<file path="src/drs_pkg.sv">
// package of constants for the dram refresh/access sequencer
// Overview of operation
// - cycles run only once the arbiter grants access or refresh
// - both row strobes are driven in refresh, the bank's one row strobe in access, column strobe for access cycles only
// - ready is held low while a memory cycle cannot yet complete
// - address mux picks row then column, or refresh row in refresh
// - each refresh clears the refresh rate divider
// - each refresh decrements the refresh row counter by one
// - refresh versus access is decided on the rising clock edge only
// - latch high with refresh pending: next rising edge starts refresh
// - row address held at least 30 ns after row strobe falls
// - after access control, ready rises on a later rising edge
// - wait strap high inserts one wait state in every access
// - strap code picks external request or a clock divider rate
// - refresh row counter is eight bits, 256 rows
// - refresh request open-collector, held low until refresh address out
package drs_pkg;
  localparam int ROW_W = 8;
  localparam int DIV_W = 7;
  localparam logic [ROW_W-1:0] ROW_RST = 8'hFF;
  localparam logic [DIV_W-1:0] DIV_31 = 7'h1F;
  localparam logic [DIV_W-1:0] DIV_46 = 7'h2E;
  localparam logic [DIV_W-1:0] DIV_61 = 7'h3D;
  localparam logic [DIV_W-1:0] DIV_76 = 7'h4C;
  localparam logic [DIV_W-1:0] DIV_91 = 7'h5B;
  localparam logic [DIV_W-1:0] REQ_LEAD = 7'h04;
  localparam int CLK_PERIOD_NS = 40;
  localparam int ROW_HOLD_NS = 30;
  localparam int ROW_HOLD_CYC = (ROW_HOLD_NS + CLK_PERIOD_NS - 1)
    / CLK_PERIOD_NS;
  localparam logic [1:0] HOLD_CYC = 2'(ROW_HOLD_CYC);
  localparam logic [2:0] REF_LEN3 = 3'h3;
  localparam logic [2:0] REF_LEN4 = 3'h4;
  typedef enum logic [2:0] {
    DRS_IDLE = 3'b000,
    DRS_ROW = 3'b001,
    DRS_COL = 3'b010,
    DRS_WAIT = 3'b011,
    DRS_DONE = 3'b100,
    DRS_REF = 3'b101
  } drs_state_type;
endpackage

</file>
<file path="src/drs_sequencer.sv">
// dram refresh and access timing sequencer
`timescale 1ns/1ps
`default_nettype none
module drs_sequencer
(
  // clock and reset
  input wire logic core_clk,
  input wire logic nrst,
  // processor side
  input wire logic addr_latch,
  input wire logic chip_sel_n,
  input wire logic bank_select,
  input wire logic access_read_n,
  input wire logic access_write_n,
  input wire logic [drs_pkg::ROW_W-1:0] row_addr,
  input wire logic [drs_pkg::ROW_W-1:0] col_addr,
  output logic ready,
  // straps
  input wire logic wait_strap,
  input wire logic rate_select1,
  input wire logic rate_select0,
  // refresh request pin
  input wire logic refresh_req_n_in,
  output logic refresh_req_n_out,
  output logic refresh_req_n_oe,
  // memory side
  output logic [drs_pkg::ROW_W-1:0] mem_addr_out,
  output logic row_strobe0_n,
  output logic row_strobe1_n,
  output logic col_strobe_n
);
  typedef struct packed {
    logic [2:0] strap;
    logic cs_n;
    logic bank;
    logic [drs_pkg::ROW_W-1:0] col;
    logic [drs_pkg::ROW_W-1:0] row;
    logic access_ctrl_n;
    logic ale;
  } drs_pins_type;
  typedef struct packed {
    drs_pins_type s1;
    drs_pins_type s2;
    logic [1:0] rq_sy;
    logic own;
    logic ale_d;
    logic req_d;
    logic acc_pend;
    logic bank;
    logic [drs_pkg::ROW_W-1:0] row;
    logic [drs_pkg::ROW_W-1:0] col;
    logic ref_pend;
    logic int_req;
    logic [drs_pkg::DIV_W-1:0] div;
    logic [drs_pkg::ROW_W-1:0] rcnt;
    drs_pkg::drs_state_type st;
    logic [2:0] cnt;
    logic [1:0] hold;
    logic wdone;
    logic [drs_pkg::ROW_W-1:0] ma;
    logic ras0;
    logic ras1;
    logic cas;
    logic rdy;
    logic rq_oe;
  } drs_regs_type;
  drs_regs_type cur_ff;
  drs_regs_type nxt_cur;
  logic ale_s;
  logic acx_s;
  logic rq_s;
  logic [2:0] strap_s;
  logic ext_edge;
  logic reset_straps;
  logic [drs_pkg::DIV_W-1:0] div_top;
  logic [2:0] ref_len;
  logic acc_go;
  assign ale_s = cur_ff.s2.ale;
  assign acx_s = cur_ff.s2.access_ctrl_n;
  assign rq_s = cur_ff.rq_sy[1];
  assign strap_s = cur_ff.s2.strap;
  // own low drive echoes back on the pin; not an outside request
  assign ext_edge = cur_ff.req_d & ~rq_s & ~cur_ff.own;
  assign reset_straps = ~|strap_s;
  always_comb
  begin
    // strap decode of divider and refresh length
    case (strap_s)
      3'b001: div_top = drs_pkg::DIV_31;
      3'b010, 3'b100: div_top = drs_pkg::DIV_46;
      3'b011, 3'b101: div_top = drs_pkg::DIV_61;
      3'b110: div_top = drs_pkg::DIV_76;
      3'b111: div_top = drs_pkg::DIV_91;
      default: div_top = drs_pkg::DIV_31;
    endcase
    case (strap_s)
      3'b001, 3'b010, 3'b100: ref_len = drs_pkg::REF_LEN3;
      default: ref_len = drs_pkg::REF_LEN4;
    endcase
  end
  always_comb
  begin
    nxt_cur = cur_ff;
    acc_go = 1'b0;
    // pin synchronisers
    nxt_cur.s1.strap = {wait_strap, rate_select1, rate_select0};
    nxt_cur.s1.cs_n = chip_sel_n;
    nxt_cur.s1.bank = bank_select;
    nxt_cur.s1.col = col_addr;
    nxt_cur.s1.row = row_addr;
    nxt_cur.s1.access_ctrl_n = ~(access_read_n & access_write_n);
    nxt_cur.s1.ale = addr_latch;
    nxt_cur.s2 = cur_ff.s1;
    nxt_cur.rq_sy = {cur_ff.rq_sy[0], refresh_req_n_in};
    nxt_cur.ale_d = ale_s;
    nxt_cur.req_d = rq_s;
    // latch address while strobe is high, request on its fall
    if (ale_s)
    begin
      nxt_cur.row = cur_ff.s2.row;
      nxt_cur.col = cur_ff.s2.col;
      nxt_cur.bank = cur_ff.s2.bank;
    end
    if (cur_ff.ale_d && !ale_s && !cur_ff.s2.cs_n)
      nxt_cur.acc_pend = 1'b1;
    // refresh rate divider
    if (reset_straps)
      nxt_cur.div = '0;
    else if (cur_ff.div >= div_top - drs_pkg::REQ_LEAD)
    begin
      nxt_cur.div = '0;
      nxt_cur.int_req = 1'b1;
    end
    else
      nxt_cur.div = cur_ff.div + 1'b1;
    if (ext_edge)
      nxt_cur.ref_pend = 1'b1;
    if (cur_ff.int_req)
      nxt_cur.ref_pend = 1'b1;
    nxt_cur.rq_oe = cur_ff.int_req | cur_ff.rq_oe;
    nxt_cur.own = cur_ff.rq_oe | (cur_ff.own & ~rq_s);
    nxt_cur.cnt = cur_ff.cnt + 1'b1;
    case (cur_ff.st)
      drs_pkg::DRS_IDLE:
      begin
        nxt_cur.ma = cur_ff.row;
        nxt_cur.cnt = '0;
        // refresh wins arbitration; access waits
        if (cur_ff.ref_pend)
        begin
          nxt_cur.st = drs_pkg::DRS_REF;
          nxt_cur.ma = cur_ff.rcnt;
          nxt_cur.rdy = 1'b0;
        end
        else if (cur_ff.acc_pend || acx_s)
        begin
          acc_go = 1'b1;
          nxt_cur.acc_pend = 1'b0;
          nxt_cur.st = drs_pkg::DRS_ROW;
          nxt_cur.hold = drs_pkg::HOLD_CYC;
          nxt_cur.ras0 = cur_ff.bank;
          nxt_cur.ras1 = ~cur_ff.bank;
          nxt_cur.rdy = 1'b0;
          nxt_cur.wdone = ~strap_s[2];
        end
      end
      drs_pkg::DRS_ROW:
      begin
        if (cur_ff.hold != 2'h0)
          nxt_cur.hold = cur_ff.hold - 1'b1;
        else if (acx_s)
        begin
          nxt_cur.ma = cur_ff.col;
          nxt_cur.st = drs_pkg::DRS_COL;
        end
      end
      drs_pkg::DRS_COL:
      begin
        nxt_cur.cas = 1'b0;
        nxt_cur.st = drs_pkg::DRS_WAIT;
      end
      drs_pkg::DRS_WAIT:
      begin
        if (cur_ff.wdone)
          nxt_cur.rdy = 1'b1;
        else
          nxt_cur.wdone = 1'b1;
        if (!acx_s)
          nxt_cur.st = drs_pkg::DRS_DONE;
      end
      drs_pkg::DRS_DONE:
      begin
        nxt_cur.ras0 = 1'b1;
        nxt_cur.ras1 = 1'b1;
        nxt_cur.cas = 1'b1;
        nxt_cur.rdy = 1'b1;
        nxt_cur.st = drs_pkg::DRS_IDLE;
      end
      drs_pkg::DRS_REF:
      begin
        if (cur_ff.cnt == 3'h0)
        begin
          nxt_cur.ras0 = 1'b0;
          nxt_cur.ras1 = 1'b0;
          nxt_cur.rq_oe = 1'b0;
          nxt_cur.int_req = 1'b0;
          nxt_cur.ref_pend = ext_edge;
          nxt_cur.div = '0;
        end
        if (cur_ff.cnt == ref_len - 3'h2)
        begin
          nxt_cur.ras0 = 1'b1;
          nxt_cur.ras1 = 1'b1;
          nxt_cur.rcnt = cur_ff.rcnt - 1'b1;
        end
        if (cur_ff.cnt == ref_len - 3'h1)
        begin
          nxt_cur.st = drs_pkg::DRS_IDLE;
          nxt_cur.rdy = ~(cur_ff.acc_pend | acx_s);
        end
      end
      default: nxt_cur.st = drs_pkg::DRS_IDLE;
    endcase
    if (acc_go)
      nxt_cur.cnt = '0;
  end
  always_ff @(posedge core_clk or negedge nrst)
  begin
    if (!nrst)
    begin
      cur_ff <= '0;
      cur_ff.rq_sy <= 2'h3;
      cur_ff.req_d <= 1'b1;
      cur_ff.rcnt <= drs_pkg::ROW_RST;
      cur_ff.st <= drs_pkg::DRS_IDLE;
      cur_ff.ras0 <= 1'b1;
      cur_ff.ras1 <= 1'b1;
      cur_ff.cas <= 1'b1;
      cur_ff.rdy <= 1'b1;
    end
    else
      cur_ff <= nxt_cur;
  end
  assign ready = cur_ff.rdy;
  assign refresh_req_n_out = 1'b0;
  assign refresh_req_n_oe = cur_ff.rq_oe;
  assign mem_addr_out = cur_ff.ma;
  assign row_strobe0_n = cur_ff.ras0;
  assign row_strobe1_n = cur_ff.ras1;
  assign col_strobe_n = cur_ff.cas;
endmodule // drs_sequencer
`default_nettype wire
</file>
<file path="config.mk">
export PLATFORM = sky130hd
export DESIGN_NAME = drs_sequencer
export DESIGN_NICKNAME = d
export VERILOG_FILES = /design/src/drs_pkg.sv /design/src/drs_sequencer.sv
export SDC_FILE = /design/constraint.sdc
export NUM_CORES = 1
export LEC_CHECK = 0
export BUFFER_PORTS_ARGS = -buffer_cell sky130_fd_sc_hd__buf_4
export CAP_MARGIN = 20
export CORE_MARGIN = 4
export CORE_UTILIZATION = 58
export CTS_CLUSTER_DIAMETER = 80
export DETAILED_ROUTE_END_ITERATION = 12
export HOLD_SLACK_MARGIN = 0.1
export PLACE_DENSITY = 0.76
export SLEW_MARGIN = 20
export SYNTH_ARGS = -nofsm -noshare
export SYNTH_HDL_FRONTEND = slang
export SYNTH_SLANG_ARGS = --single-unit
</file>
<file path="constraint.sdc">
create_clock -name core_clk -period 3.05 [get_ports core_clk]
set_clock_uncertainty 0.1 [all_clocks]
set_input_delay 0.305 -clock core_clk [delete_from_list [all_inputs] [get_ports core_clk]]
set_output_delay 0.305 -clock core_clk [all_outputs]
set_load 0.02 [all_outputs]
</file>
## Word-level counts from Yosys, hierarchy flattened

Cells that the tools add are included.

| storage, ports and cells | value |
|---|---|
| register bits after elaboration | 108 |
| input bits | 27 |
| word-level logic and storage cells | 154 |

| operators by class | value |
|---|---|
| $add $sub $neg | 7 |
| magnitude comparators | 1 |
| equality and inequality tests | 24 |
| muxes and demuxes | 49 |
| bitwise operators | 13 |
| reduce and logical (&&, ||, !) cells | 24 |

Operators by type and width:

| cell | count |
|---|---|
| 3-bit two-way mux | 11 |
| 8-bit two-way mux | 4 |
| 7-bit case mux with 4 select lines | 1 |
| 3-bit equality test, second input constant | 6 |
| 1-bit two-way mux | 17 |
| 17-bit two-way mux | 1 |
| 2-bit != test, second input constant | 8 |
| 8-bit case mux with 2 select lines | 1 |
| 3-bit case mux with 5 select lines | 1 |
| 7-bit two-way mux | 2 |
| 3-bit by 2-bit equality test with 1-bit output, second input constant | 4 |
| 4-bit AND reduction | 3 |
| 2-bit two-way mux | 5 |
| 9-bit two-way mux | 1 |
| 2-bit nonzero test | 4 |
| 8-bit by 1-bit subtractor with 8-bit output, second input constant | 1 |
| 7-bit by 1-bit adder with 7-bit output, second input constant | 1 |
| 7-bit greater-or-equal comparator | 1 |
| 7-bit by 3-bit subtractor with 7-bit output, second input constant | 1 |
| 3-bit by 1-bit equality test with 1-bit output, second input constant | 2 |
| 3-bit equality test | 2 |
| 3-bit zero test | 2 |
| 3-bit != test, second input constant | 2 |
| 1-bit inverter | 6 |
| other kinds (20) | 31 |

## Depth between registers and ports, before layout

| logic depth | value |
|---|---|
| depth after elaboration | 9 |
| depth in mapped cells | 10 |

## Worst setup path after synthesis

Ideal clock, no wire load.

| timing | value |
|---|---|
| path kind | flip-flop to flip-flop |
| start | reg cur_ff (netlist bit strap_s[2]) |
| end | reg cur_ff[32] (netlist bit) |
| setup time | 0.074 ns |
| data arrival time | 1.936 ns |
| data required time | 2.876 ns |
| path slack | 0.940 ns |
| cell stages (with the launch flop) | 11 |
| period minus slack after synthesis | 2.110 ns |
| cell sequence | dfrtp_1 -> buf_2 -> nor2_1 -> or2_2 -> inv_1 -> ha_1 -> a21o_1 -> a21o_1 -> a21oi_1 -> o211ai_1 -> nor2_1 |

RTL lines:

| what | line | text |
|---|---|---|
| from (decl) | drs_sequencer.sv:67 | `drs_regs_type cur_ff;` |
| from (signal assigned) | drs_sequencer.sv:242 | `cur_ff <= nxt_cur;` |

==> summary.txt <==
Placement
  – I/O Buffers: 39
  – Pre-CTS setup slack: 0.6496 ns
  – Detailed placer's ending HPWL: 4905 um
  – Placed Area: 0.004613 mm2
  – Routability cong.: 0.8179

Yosys
  – Post-synthesis sequential area ratio: 0.6330
  – Seq cells post-synth: 108
  – Largest cells by area after synthesis: dfrtp_1 (54%), dfstp_2 (9.2%), mux2_2 (4.5%), ha_1 (3.5%), o21ai_0 (2.9%)
  – Post-Syn Area: 0.004299 mm2
  – Synth top area share: 0.5413
  – Synth Flop Type: dfrtp_1
  – Unique cell type count in the Yosys netlist: 47
  – Area leader, netlist: dfrtp_1
  – Post-synth EDFFs: 0
  – Async S/R FF share, synth: 1.000
  – Avg Cell Area, Syn: 12.39 um2
  – Synthesized instance count: 347
  – Syn Nets: 386
  – Synth warn: 0

Clocking
  – CTS tree: yes
  – CTS max path bufs: 2
  – Root Buffer: clkbuf_8
  – Later-pin clock latency in the skew report: 0.37 ns
  – Clk pin slew, worst setup/hold paths: 0.10 ns
  – # clock sinks: 108
  – Num CTS Buffers: 9
  – H-tree levels: 3

Critical path
  – Critical Path Sink: cur_ff[33]
  – RR Endpoint: cur_ff[33]
  – R2R cell count: 9
  – Worst setup path category: reg2reg
  – Crit path DAT: 2.58 ns
  – CP Capture Type: flop
  – Critical path peak fanout: 11
  – Crit start category: flop
  – R2r startpoint: strap_s[2]
  – CP required: 3.25 ns
  – Crit path from: strap_s[2]
  – R2R setup slack: 0.67 ns

Drt
  – WL per Instance: 13.75 um
  – Vias per cell: 5.116
  – Final wirelength: 7012 um
  – DRT Pass-1 Iters: 4
  – DRC Markers: 0
  – Vias: 2609
  – Antenna Violating Nets Remaining: 0
  – DRT iter0 DRCs: 55

STA
  – F_max: 419.8 MHz
  – Worst Tran Pin Value: 0.8045 ns
  – Unrepaired setup endpoints after global routing: false
  – Max-slew violation count: 0
  – Final setup vio count: 0
  – Min Clock Period, post-route: 2.382 ns
  – Final Cycle Share: 0.7810
  – Slew Limit Headroom: 0.4637
  – Final WS setup: 0.6679 ns
  – Hold Vio Cnt, Final: 0
  – Final hold slack: 0.2568 ns
  – Setup TNS: 0 ns

Cells and area
  – Final Cell Area: 0.005090 mm2
  – Multi-input logic area: 0.001404 mm2
  – Nets: 445
  – Filler Cells Inserted: 536
  – Share of cells above drive strength 1: 0.2360
  – Final Core Density: 0.7055
  – Diode count: 0
  – P&R area growth vs syn: 18.39%
  – Register Area: 0.002721 mm2

Global routing
  – Largest net degree at the start of global routing: 57
  – Total GRT Usage: 0.1825
  – Antenna violations before repair: 0
  – Global-route wire length before repair: 12350 um
  – Final global-route overflow total: 0
  – Vias in the first global route: 2657

Die
  – Site row count: 31
  – Die span in y: 94.10 um
  – Die area: 0.008854 mm2
  – I/O pins: 41
  – CORE AREA: 0.007214 mm2
  – Die Wd: 94.10 um
  – Initial core utilization: 0.5959

Job
  – Max cap viols: 0

Power
  – IR drop worst, VDD: 0.3600 mV
  – Static Leak: 2.354 nW
  – Total power per unit cell area: 836.2 mW/mm2

Status
  – Status: completed

Hold path
  – Hold WC Path Type: reg2reg
==> through the flow <==
| stage | cells | total power [mW] |
|---|---|---|
| finish | 510 | 4.256 |
| global route | 510 | 4.561 |
| CTS | 510 | 4.290 |
| detailed placement | 468 | 3.348 |
| global placement | 468 | 3.284 |
| floorplan | 347 | 2.996 |
==> kinds of logic (layout without fill, tap and decap cells) <==
kind of cell               after synthesis  count (layout)  synth area share
AOI/OAI and AO/OA                       49              49           0.07364
xor gates and xnor gates                15              15           0.03231
adders and majority gates               12              12           0.03492
buffers and inverters                   34              98           0.04045
DFF                                    108             108            0.6330
muxes                                   30              30           0.07596
other                                    1               1         0.0008723
and+or+nand+nor                         98              98            0.1089
==> critical path: stages, from the launching register on <==
cell      delay, ns
dfrtp_1        0.58
nor2_1         0.08
or2_2          0.30
inv_1          0.06
ha_1           0.23
a21o_1         0.18
a21o_1         0.18
a21oi_1        0.18
o211ai_1       0.26
nor2_1         0.17
==> power breakdown <==
group / total [mW] / switching [mW] / internal (mW)
Combinational: 1.26 / 0.683 / 0.578
Clock: 0.920 / 0.499 / 0.421
Sequential: 2.07 / 0.297 / 1.78
==> worst min-delay path by stage <==
stage | from | to | slack (ns) | cells after the start
2_1_floorplan | nrst | acx_s | -0.09 | 0
3_3_place_gp | cur_ff[96] | cur_ff[73] | 0.23 | 0
3_5_place_dp | cur_ff[88] | cur_ff[65] | 0.23 | 0
4_1_cts | cur_ff[88] | cur_ff[65] | 0.26 | 0
5_1_grt | cur_ff[91] | cur_ff[68] | 0.26 | 0
6_report | cur_ff[86] | acx_s | 0.26 | 0
==> registers in the layout, summed over array words and instances (netlist names) <==
| name | flops |
|---|---|
| row_strobe1_n | 1 |
| refresh_req_n_oe | 1 |
| strap_s | 3 |
| cur_ff | 90 |
| row_strobe0_n | 1 |
| ale_s | 1 |
| mem_addr_out | 8 |
| col_strobe_n | 1 |
| acx_s | 1 |
| ready | 1 |
==> cell usage after synthesis (all sizes together) (2+ instances only) <==
master	instances
dfrtp	93
nand2	33
o21ai	26
nor2	25
mux2	18
dfstp	15
inv	15
buf	14
ha	12
mux2i	12
xnor2	12
a21oi	7
nand3	7
nor3	7
a21o	5
clkbuf	5
nand2b	4
and3	3
nand4	3
nor2b	3
or3	3
xor2	3
a32o	2
nor3b	2
nor4	2
o211ai	2
==> metal layers <==
metal	routed length, um	up-vias	GRT usage
li1	-	1286	-
met1	3212	1267	0.2455
met2	3400	46	0.2886
met3	271	10	0.04247
met4	128	0	0.07100
met5	0	-	0
==> cell type report <==
type	instances	share of cell area
clock buffers	10	0.02704
clock inverters	6	0.01549
inverters	15	0.01106
multi-input cells	205	0.2758
flip-flops and latches	108	0.5347
well taps	99	0.02434
repair buffers	67	0.1116
==> cell usage in the layout, fill, tap and decap left out, types with 3 or more instances in the layout <==
cell type and instances:
ha_1 12, xor2_1 3, nand3_1 7, nor2b_1 3
and3_1 3, dfrtp_1 93, clkbuf_8 10, a21oi_1 7
mux2i_1 12, dfstp_2 15, nand2_1 33, nand4_1 3
nand2b_1 4, dlygate4sd3_1 26, o21ai_0 25, nor2_1 25
nor3_1 7, or3_1 3, inv_1 14, a21o_1 5
mux2_2 17, buf_4 41, xnor2_1 11
==> timing repair <==
action                    CTS  global route
setup buffers               0             0
hold endpoints to repair   76             0
resized for setup           0             0
hold buffers               26             0
(Power assumes the default switching activity.)
